===== config.mk =====
export PLATFORM = sky130hd
export DESIGN_NAME = six_bit_io_port
export DESIGN_NICKNAME = d
export VERILOG_FILES = /design/src/io_port_pkg.sv /design/src/six_bit_io_port.sv
export VERILOG_INCLUDE_DIRS = /design/src /design/src/src
export SDC_FILE = /design/constraint.sdc
export NUM_CORES = 1
export LEC_CHECK = 0
export ABC_AREA = 1
export ABC_CLOCK_PERIOD_IN_PS = 2800
export BUFFER_PORTS_ARGS = -buffer_cell sky130_fd_sc_hd__buf_2
export CELL_PAD_IN_SITES_DETAIL_PLACEMENT = 0
export CELL_PAD_IN_SITES_GLOBAL_PLACEMENT = 2
export CORE_AREA = 2 2 104 106
export DETAILED_ROUTE_END_ITERATION = 12
export DIE_AREA = 0 0 106 108
export PLACE_DENSITY_LB_ADDON = 0.1
export SKIP_CTS_REPAIR_TIMING = 1
export SYNTH_ARGS = -nofsm -noshare
export SYNTH_HDL_FRONTEND = slang
export SYNTH_SLANG_ARGS = --single-unit

===== constraint.sdc =====
create_clock -name core_clk -period 2.8 [get_ports core_clk]
set_input_delay 0.28 -clock core_clk [delete_from_list [all_inputs] [get_ports core_clk]]
set_output_delay 0.28 -clock core_clk [all_outputs]
set_load 0.005 [all_outputs]

===== src/io_port_regs.svh =====
`ifndef IO_PORT_REGS_SVH
`define IO_PORT_REGS_SVH
// register indices; byte address is four times the index
`define IDX_PORT_PIN_DATA 8'h05
`define IDX_PORT_DIRECTION 8'h85
`define IDX_PORT_CONFIG 8'h20
`define IDX_INTERRUPT_CONTROL 8'h21
// interrupt_control fields
`define BIT_CHANGE_FLAG 0
`define BIT_CHANGE_INTERRUPT_ENABLE 3
// port_config fields
`define CFG_OSC_LSB 0
`define CFG_OSC_MSB 2
`define CFG_MASTER_CLEAR_BIT 4
`define CFG_PULLUP_BIT 5
`define CFG_ANALOG_LSB 8
`define CFG_ANALOG_MSB 11
// reset values
`define DIRECTION_RESET 6'h3f
`define ANALOG_RESET 4'hf
`define OSC_RESET 3'h3
`endif


===== src/io_port_pkg.sv =====
package io_port_pkg;
  // oscillator selection held in port_config
  typedef enum logic [2:0] {
    OSC_LP,
    OSC_XT,
    OSC_HS,
    OSC_INTERNAL_RC_MODE_IO,
    OSC_INTERNAL_RC_MODE_CLOCK_OUTPUT,
    OSC_EXTERNAL_RC_MODE_IO,
    OSC_EXTERNAL_RC_MODE_CLOCK_OUTPUT
  } osc_mode_t;
endpackage


===== src/six_bit_io_port.sv =====
`timescale 1ns/1ps
`default_nettype none
`include "io_port_regs.svh"
// Function
// - data register reads return pin levels, never the output latch
// - reset loads direction with all ones, every pin an input
// - data register is 8 bits; bits 6 and 7 are eeprom lines
// - direction 1 floats the pin, 0 drives it from its latch
// - pin 3 direction reads 1; direction bits 6 and 7 read 0
// - pins on alternate functions read 0 in the data register
// - pull-ups and change interrupt on pins 0, 1, 3 as one group
// - master clear on pin 3: pull-up forced, no change interrupt, reads 0
// - change interrupt works only while the enable bit is set
// - crystal modes take over pins 4 and 5; external rc modes take pin 5
// - direction bits 5:4 writable only in rc modes, else forced 1
// - clock output on pin 4 ignores its direction bit
// - latches hold until rewritten; inputs are sampled at read time
// - after power-on pins 0, 1, 2, 4 are analog and read 0
// - data writes load latches; read-modify-write works on pin levels
// - without eeprom the serial bits are unimplemented
module six_bit_io_port #(
  parameter bit has_eeprom = 1'b1
) (
  // clock and reset
  input wire logic core_clk,
  input wire logic rst_n,
  // ahb-lite slave
  input wire logic hsel,
  input wire logic [31:0] haddr,
  input wire logic [1:0] htrans,
  input wire logic hwrite,
  input wire logic [2:0] hsize,
  input wire logic [31:0] hwdata,
  input wire logic hready,
  output logic hreadyout,
  output logic hresp,
  output logic [31:0] hrdata,
  // package pins
  input wire logic [5:0] pad_in,
  output logic [5:0] pad_out,
  output logic [5:0] pad_oe,
  output logic [5:0] pad_pullup,
  // internal eeprom serial lines
  input wire logic eeprom_data_in,
  input wire logic eeprom_clock_in,
  output logic eeprom_data_bit,
  output logic eeprom_clock_bit,
  // oscillator clock output source and change event
  input wire logic clock_output_src,
  output logic change_event
);
  import io_port_pkg::*;

  logic [5:0] lat_r;
  logic [1:0] ee_lat_r;
  logic [5:0] dir_r;
  osc_mode_t osc_r;
  logic master_clear_input_r;
  logic pullup_r;
  logic [3:0] analog_r;
  logic cie_r;
  logic flag_r;
  logic flag_nxt;
  logic event_r;
  logic [2:0] prev_r;
  logic wr_r;
  logic [7:0] widx_r;
  logic [31:0] rdata_r;
  logic acc;
  logic [7:0] aidx;
  logic xtal;
  logic external_rc_mode;
  logic clock_output;
  logic dir45_wr;
  logic [5:0] alt;
  logic [5:0] dir_eff;
  logic [7:0] data_rd;
  logic [2:0] chg;
  logic flag_set;
  logic flag_clr;
  logic [31:0] rd_val;

  // byte address of a register index; upper address bits must be zero
  function automatic logic hit(input logic [31:0] a, input logic [7:0] idx);
    hit = (a[31:10] == 22'h0) && (a[9:2] == idx);
  endfunction

  // address phase qualification on hsel, htrans[1] and hready; hsize is not checked
  assign acc = hsel && htrans[1] && hready;
  assign aidx = haddr[9:2];
  assign hreadyout = 1'b1;
  assign hresp = 1'b0;
  assign hrdata = rdata_r;

  // oscillator decode
  assign xtal = (osc_r == OSC_LP) || (osc_r == OSC_XT) || (osc_r == OSC_HS);
  assign external_rc_mode = (osc_r == OSC_EXTERNAL_RC_MODE_IO) || (osc_r == OSC_EXTERNAL_RC_MODE_CLOCK_OUTPUT);
  assign clock_output = (osc_r == OSC_INTERNAL_RC_MODE_CLOCK_OUTPUT) || (osc_r == OSC_EXTERNAL_RC_MODE_CLOCK_OUTPUT);
  assign dir45_wr = !xtal; // rc modes only

  // pins held by alternate functions
  assign alt[0] = analog_r[0];
  assign alt[1] = analog_r[1];
  assign alt[2] = analog_r[2];
  assign alt[3] = master_clear_input_r;
  assign alt[4] = analog_r[3] || xtal || clock_output;
  assign alt[5] = xtal || external_rc_mode;

  // effective direction: bit 3 fixed input, 5:4 forced outside rc modes
  assign dir_eff = {dir45_wr ? dir_r[5:4] : 2'b11, 1'b1, dir_r[2:0]};

  // read value samples live pins; nothing is latched on input
  assign data_rd[5:0] = pad_in & ~alt;
  assign data_rd[7:6] = has_eeprom ? {eeprom_clock_in, eeprom_data_in} : 2'b00;

  // pad drive; pin 4 carries the clock output regardless of direction
  always_comb begin
    pad_out = lat_r;
    pad_oe = ~dir_eff & ~alt;
    if (clock_output) begin
      pad_out[4] = clock_output_src;
      pad_oe[4] = 1'b1;
    end
    pad_oe[3] = 1'b0;
  end

  // one group enable; master clear forces its own pull-up
  assign pad_pullup = {2'b00, pullup_r || master_clear_input_r, 1'b0, pullup_r, pullup_r};

  // eeprom lines are always driven from their latches; direction reads 0
  assign eeprom_data_bit = ee_lat_r[0];
  assign eeprom_clock_bit = ee_lat_r[1];

  // read mux
  always_comb begin
    rd_val = 32'h0;
    if (hit(haddr, `IDX_PORT_PIN_DATA)) begin
      rd_val[7:0] = data_rd;
    end else if (hit(haddr, `IDX_PORT_DIRECTION)) begin
      rd_val[7:0] = {2'b00, dir_eff};
    end else if (hit(haddr, `IDX_PORT_CONFIG)) begin
      rd_val[`CFG_OSC_MSB:`CFG_OSC_LSB] = osc_r;
      rd_val[`CFG_MASTER_CLEAR_BIT] = master_clear_input_r;
      rd_val[`CFG_PULLUP_BIT] = pullup_r;
      rd_val[`CFG_ANALOG_MSB:`CFG_ANALOG_LSB] = analog_r;
    end else if (hit(haddr, `IDX_INTERRUPT_CONTROL)) begin
      rd_val[`BIT_CHANGE_INTERRUPT_ENABLE] = cie_r;
      rd_val[`BIT_CHANGE_FLAG] = flag_r;
    end
  end

  // read data is captured at the address phase so the pins are sampled then
  always_ff @(posedge core_clk or negedge rst_n) begin
    if (!rst_n) begin
      rdata_r <= 32'h0;
    end else if (acc && !hwrite) begin
      rdata_r <= rd_val;
    end
  end

  // write address phase is held for the data phase
  always_ff @(posedge core_clk or negedge rst_n) begin
    if (!rst_n) begin
      wr_r <= 1'b0;
      widx_r <= 8'h0;
    end else begin
      wr_r <= acc && hwrite && (haddr[31:10] == 22'h0);
      widx_r <= aidx;
    end
  end

  // output latches; a write of read-back pin levels overwrites all six pin latches, the eeprom pair only with has_eeprom
  always_ff @(posedge core_clk or negedge rst_n) begin
    if (!rst_n) begin
      lat_r <= 6'h0;
      ee_lat_r <= 2'b11;
    end else if (wr_r && (widx_r == `IDX_PORT_PIN_DATA)) begin
      lat_r <= hwdata[5:0];
      if (has_eeprom) begin
        ee_lat_r <= hwdata[7:6];
      end
    end
  end

  // direction; bit 3 never leaves 1, bits 5:4 ignore writes in crystal modes
  always_ff @(posedge core_clk or negedge rst_n) begin
    if (!rst_n) begin
      dir_r <= `DIRECTION_RESET;
    end else if (wr_r && (widx_r == `IDX_PORT_DIRECTION)) begin
      dir_r[2:0] <= hwdata[2:0];
      if (dir45_wr) begin
        dir_r[5:4] <= hwdata[5:4];
      end
    end
  end

  // configuration: oscillator, master clear, pull-ups, analog pins
  always_ff @(posedge core_clk or negedge rst_n) begin
    if (!rst_n) begin
      osc_r <= osc_mode_t'(`OSC_RESET);
      master_clear_input_r <= 1'b0;
      pullup_r <= 1'b0;
      analog_r <= `ANALOG_RESET;
    end else if (wr_r && (widx_r == `IDX_PORT_CONFIG)) begin
      case (hwdata[`CFG_OSC_MSB:`CFG_OSC_LSB])
        3'h7: osc_r <= osc_r; // unused code keeps the current mode
        default: osc_r <= osc_mode_t'(hwdata[`CFG_OSC_MSB:`CFG_OSC_LSB]);
      endcase
      master_clear_input_r <= hwdata[`CFG_MASTER_CLEAR_BIT];
      pullup_r <= hwdata[`CFG_PULLUP_BIT];
      analog_r <= hwdata[`CFG_ANALOG_MSB:`CFG_ANALOG_LSB];
    end
  end

  // change detect on pins 3, 1, 0; analog or master clear pins drop out
  assign chg = ({pad_in[3], pad_in[1:0]} ^ prev_r) & {~master_clear_input_r, ~analog_r[1:0]};
  assign flag_set = cie_r && (chg != 3'h0);
  assign flag_clr = wr_r && (widx_r == `IDX_INTERRUPT_CONTROL) && !hwdata[`BIT_CHANGE_FLAG];
  assign flag_nxt = flag_set || (flag_r && !flag_clr); // set wins over clear

  always_ff @(posedge core_clk or negedge rst_n) begin
    if (!rst_n) begin
      prev_r <= 3'h0;
      flag_r <= 1'b0;
      event_r <= 1'b0;
    end else begin
      prev_r <= {pad_in[3], pad_in[1:0]};
      flag_r <= flag_nxt;
      event_r <= flag_set;
    end
  end
  assign change_event = event_r;

  // interrupt_control enable bit
  always_ff @(posedge core_clk or negedge rst_n) begin
    if (!rst_n) begin
      cie_r <= 1'b0;
    end else if (wr_r && (widx_r == `IDX_INTERRUPT_CONTROL)) begin
      cie_r <= hwdata[`BIT_CHANGE_INTERRUPT_ENABLE];
    end
  end
endmodule
`default_nettype wire


[Word-level counts from Yosys, hierarchy flattened]
Cells that the tools add are included.
Word-level totals
  flip-flop bits (word level): 49
  bits in latches: 0
  RAM bits: 0
  bits in read-only memories: 0
  input bits: 83
  output and inout port bits: 55
  word-level logic and storage cells: 86
  memories: 0
Operators by class
  add/subtract/negate cells: 0
  multiply operators: 0
  divide/modulo/power cells: 0
  magnitude comparators: 0
  eq/ne operators: 14
  shifts and indexed selects: 0
  muxes and demuxes: 14
  bitwise logic cells: 10
  reductions and logical operators: 33
Operator list (count)
  8-bit by 6-bit equality test with 1-bit output (second input constant): 4
  22-bit zero test: 1
  8-bit by 3-bit equality test with 1-bit output (second input constant): 2
  8-bit equality test (second input constant): 2
  1-bit logical AND: 16
  6-bit bitwise AND: 2
  3-bit equality test (second input constant): 4
  4-bit 2-to-1 mux: 3
  6-bit NOT: 2
  1-bit logical OR: 9
  8-bit 2-to-1 mux: 1
  1-bit 2-to-1 mux: 6
  2-bit 2-to-1 mux: 3
  6-bit 2-to-1 mux: 1
  2-bit AND reduction: 2
  3-bit bitwise AND: 1
  3-bit by 1-bit equality test with 1-bit output (second input constant): 1
  3-bit by 2-bit equality test with 1-bit output (second input constant): 1
  1-bit zero test: 3
  3-bit zero test: 1
  1-bit NOT: 3
  3-bit nonzero test: 1
  3-bit bitwise XOR: 1
  2-bit NOT: 1

[Depth between registers and ports, before layout]
  depth in word-level cells: 8
  mapped depth: 10
  mapped depth without buffers: 10

[Worst setup path before layout]
OpenSTA, ideal clock, no wires.
  kind: register to register
  start: register widx_r[7]
  end: register osc_r[2]
  library setup time: 0.133 ns
  arrival: 1.219 ns
  required time: 2.667 ns
  path slack: 1.448 ns
  cell stages (with the launch flop): 9
  buffers on the path: 0
  period minus slack after synthesis: 1.352 ns
  cell sequence: dfrtp_1 -> nor2_1 -> nand3b_1 -> inv_1 -> nand2_1 -> nor3_4 -> o31ai_2 -> nand2_1 -> o21ai_1
On the way
  cells in the longest elaborated chain, start to end: 3
Ends and longest elaborated chain
  start: declaration: RTL line six_bit_io_port.sv:67  | logic [7:0] widx_r;
  start signal: assignment: RTL line six_bit_io_port.sv:168  | widx_r <= aidx;
  8-bit by 6-bit equality test with 1-bit output (no line)
  1-bit logical AND: RTL line six_bit_io_port.sv:204  | end else if (wr_r && (widx_r == `IDX_PORT_CONFIG)) begin
  2-bit AND reduction (no line)
  end signal: assignment: RTL line six_bit_io_port.sv:200  | osc_r <= osc_mode_t'(`OSC_RESET);
  end signal: assignment: RTL line six_bit_io_port.sv:206  | 3'h7: osc_r <= osc_r;
  end signal: assignment: RTL line six_bit_io_port.sv:207  | default: osc_r <= osc_mode_t'(hwdata[`CFG_OSC_MSB:`CFG_OSC_LSB]);
  end: declaration: RTL line six_bit_io_port.sv:57  | osc_mode_t osc_r;
Every way passes these cells.
A chain may end at the register's enable or synchronous reset.

[Worst setup path after layout]
  start: register osc_r[2]
  end: output pad_oe[5]
On the way
  cells in the longest elaborated chain, start to end: 6
  elaborated cells between the ends (all ways): 13
  those cells by class: eq/ne (4); mux (1); bitwise (3); reduce/logical (5)
Ends and longest elaborated chain
  3-bit by 1-bit equality test with 1-bit output or 3-bit zero test (tied branches): RTL line six_bit_io_port.sv:96  | assign xtal = (osc_r == OSC_LP) || (osc_r == OSC_XT) || (osc_r == OSC_HS);
  1-bit logical OR (2 in series): RTL line six_bit_io_port.sv:96
  2-bit 2-to-1 mux or 1-bit logical OR (tied branches): RTL line six_bit_io_port.sv:110, six_bit_io_port.sv:107
  6-bit NOT: RTL line six_bit_io_port.sv:119  | pad_oe = ~dir_eff & ~alt;
  6-bit bitwise AND (*): RTL line six_bit_io_port.sv:119
  end: declaration: RTL line six_bit_io_port.sv:41  | output logic [5:0] pad_oe,
Every way passes the cells marked *; elsewhere a longest branch is shown, timed or not.

==> summary.md <==
| Metric | Value |
|---|---|
| Outcome | finished, final reports clean |
| Post-Syn Instances | between 300 and 400 |
| Asr flop ratio synth | 1.00 |
| Min-Delay Path Class | in2reg |
| Switching share of power | 0.249 |
| GRT overflow | 0 |
| Drt pass-1 iters | 4 |
| Layout area overhead | 20.2% |
| Switching Power | between 0.0003 and 0.0004 W |
| Critical path endpoint category | output pin |
| Avg WL per Cell | around 12 um |
| Largest cells by area after synthesis | dfrtp_1 34%, dfstp_2 13%, nand2_1 9.6% |
| IO Count | about 140 |
| Cell Rows | 37 |
| Worst-path fanout max | 4 |
| DRC viols | 0 |
| Pre-CTS WS | between 1 and 1.5 ns |
| Clk pwr share | 0.348 |
| Tot GR Track Use | 0.118 |
| Tcrit/Tclk final | 0.672 |
| NumNets Final | roughly 480 |
| Minimum clock period | roughly 1.9 ns |
| Synth area leader | dfrtp_1 |
| Leak pwr | 1.65 nW |
| Sequential cell area fraction in the yosys report | 0.472 |
| Dominant synthesized flop cell | dfrtp_1 |
| Largest net degree at the start of global routing | 45 |
| Routed Antenna Nets | 0 |
| Post-Route WL | between 6000 and 7000 um |
| Setup TNS | 0 ns |
| Htree depth | 2 |
| Crit Reg-Reg Endpoint | osc_r[2] |
| Ant. Diodes | 0 |
| Top-area cell type share of the netlist area | 0.343 |
| Core area | a little over 0.01 mm^2 |
| Die Ht | roughly 110 um |
| Initial antenna violation count | 0 |
| Reg2Reg Setup Slack | between 1 and 1.5 ns |
| Final hold vios | 0 |
| Worst Hold End | widx_r[0] |
| Post-synth cell types | 37 |
| Unrepaired setup endpoints after global routing | false |
| Internal power | between 0.0009 and 0.001 W |
| Reg power frac | 0.566 |
| FF-to-FF path depth | 8 |
| Vias per cell | between 4 and 5 |
| Peak VDD IR | roughly 0.19 mV |
| Slew of the pin with the lowest slew margin | around 1.0 ns |
| Worst hold margin | approximately 0.10 ns |
| Max Clock Skew | 0.00682 ns |
| Normalized max-slew margin | 0.336 |
| Vias in the first global route | around 2200 |
| HPWL after DPL | ~5100 um |
| Startpoint Class | register |
| Count of flip-flops with a built-in enable after synthesis | 0 |
| Commonest non-fill, non-tap cell in the layout | buf_2 |
| Most frequent cells in the layout | 85 x buf_2, 67 x nand2_1, 36 x dfrtp_1 |
| Comb pwr share | 0.086 |
| Setup ws final | between 0.9 and 1 ns |
| Die Wd | around 110 um |
| Setup CP Type | reg2out |
| Via count | ~2200 |
| FMAX | around 0.53 GHz |
| Worst hold path stage count | 1 |
| Clk_lat worst skew | 0.31 ns |
| First-pass GRT wire length | about 10000 um |
| IO Port Bufs | 85 |
| Drt initial violations | between 60 and 70 |
| Die ar. | ~0.011 mm^2 |
| # fillers | 1124 |
| CTS tree | yes |
| CTS Sinks | approximately 50 |
| YS warnings | 0 |
| GP Congestion | about 0.71 |
| Share of layout cells above drive strength 1 | 0.353 |
| Power per cell area | 408 mW/mm^2 |
| Num CTS Buffers | 5 |
| Placed Cells incl. Taps | approximately 520 |
| Max cap viols | 0 |
| Hold_sp | haddr[2] |
| Critical Path AT | 1.60 ns |
| Worst EP required | approximately 2.5 ns |
| Yosys reg bits | 49 |
| Fin cells | 530 |
| Syn Std Cell Area | ~0.0026 mm^2 |
| Clock transition at path regs | 0.10 ns |
| Clk root buf | clkbuf_8 |
| Starting Density | 0.257 |
| R2r startpoint | widx_r[7] |
| Final number of max-transition violations | 0 |
| Average size of a mapped cell | roughly 8.5 um^2 |
| CTS Buffer Depth | 2 |
| Endpoints failing setup | 0 |
## critical path, cell delays in order (launching register included)
cell     delay (ns)
dfrtp_1        0.36
inv_1          0.10
or2_1          0.30
o21ai_0        0.23
inv_1          0.06
nor2_1         0.12
buf_2          0.13
## flip-flops by register name (all words and copies together) (netlist names)
register and count:
hrdata 12, widx_r 8, lat_r 6, analog_r 4, dir_eff 3, osc_r 3
prev_r 3, dir_r 2, ee_lat_r 2, change_event 1, cie_r 1, flag_r 1
master_clear_input_r 1, pullup_r 1, wr_r 1
## worst max-delay path by stage
stage                    from  depth (start not counted)        end  slack (ns)
finish               osc_r[2]                          6  pad_oe[5]        0.92
floorplan           widx_r[7]                          8   osc_r[2]        1.45
detailed placement  haddr[26]                          8  hrdata[2]        1.09
global placement    haddr[26]                          8  hrdata[2]        1.09
global route         osc_r[2]                          6  pad_oe[5]        0.77
CTS                  osc_r[2]                          6  pad_oe[5]        0.90
## through the flow
stage,util,area (um^2),total power (W)
floorplan,-,2720,0.000809
global placement,0.299,3060,0.000859
detailed placement,0.299,3060,0.000858
CTS,0.309,3160,0.00131
global route,0.309,3160,0.00135
finish,0.309,3160,0.00129
## cell families (layout without fill, tap and decap cells)
logic type	after synthesis	count (layout)	synth area share
AOI/OAI and AO/OA	42	42	0.101
xor gates and xnor gates	2	2	0.00666
buffers and inverters	68	128	0.150
DFF	49	49	0.472
muxes	1	1	0.00428
other	2	26	0.00286
and+or+nand+nor	146	146	0.263
## routing by layer
layer  part of all wire  track usage  up-vias
li1                   -            -     1094
met1               0.45        0.145     1001
met2               0.48        0.211       72
met3              0.057       0.0247        6
met4              0.012       0.0338        0
met5                  0            0        -
## area by class of cell
cell class,count,area (um^2),area share
clock buffers,6,82.6,0.0261
clock inverters,2,13.8,0.00435
inverters,32,120,0.0380
multi-input cells,217,1080,0.343
flip-flops and latches,49,1240,0.393
well taps,136,170,0.0538
repair buffers,88,448,0.142
## cells in the mapped netlist (all sizes together) (2+ instances only)
| cell | instances |
|---|---|
| inv | 32 |
| dfstp | 13 |
| nand2 | 72 |
| o21ai | 32 |
| or2 | 5 |
| nor2 | 37 |
| o31ai | 5 |
| buf | 35 |
| dfrtp | 36 |
| nor3 | 5 |
| nand3 | 20 |
| conb | 2 |
| nand3b | 2 |
| xnor2 | 2 |
| nand4 | 3 |
## power groups by stage
stage	registers (W)	logic, W	clock network, W
3_3_place_gp	0.000744	0.000115	0
2_1_floorplan	0.000744	0.0000649	0
5_1_grt	0.000733	0.000130	0.000492
3_5_place_dp	0.000744	0.000113	0
4_1_cts	0.000731	0.000114	0.000469
6_report	0.000731	0.000111	0.000449
Note: power is estimated with default switching activity, not from simulation.
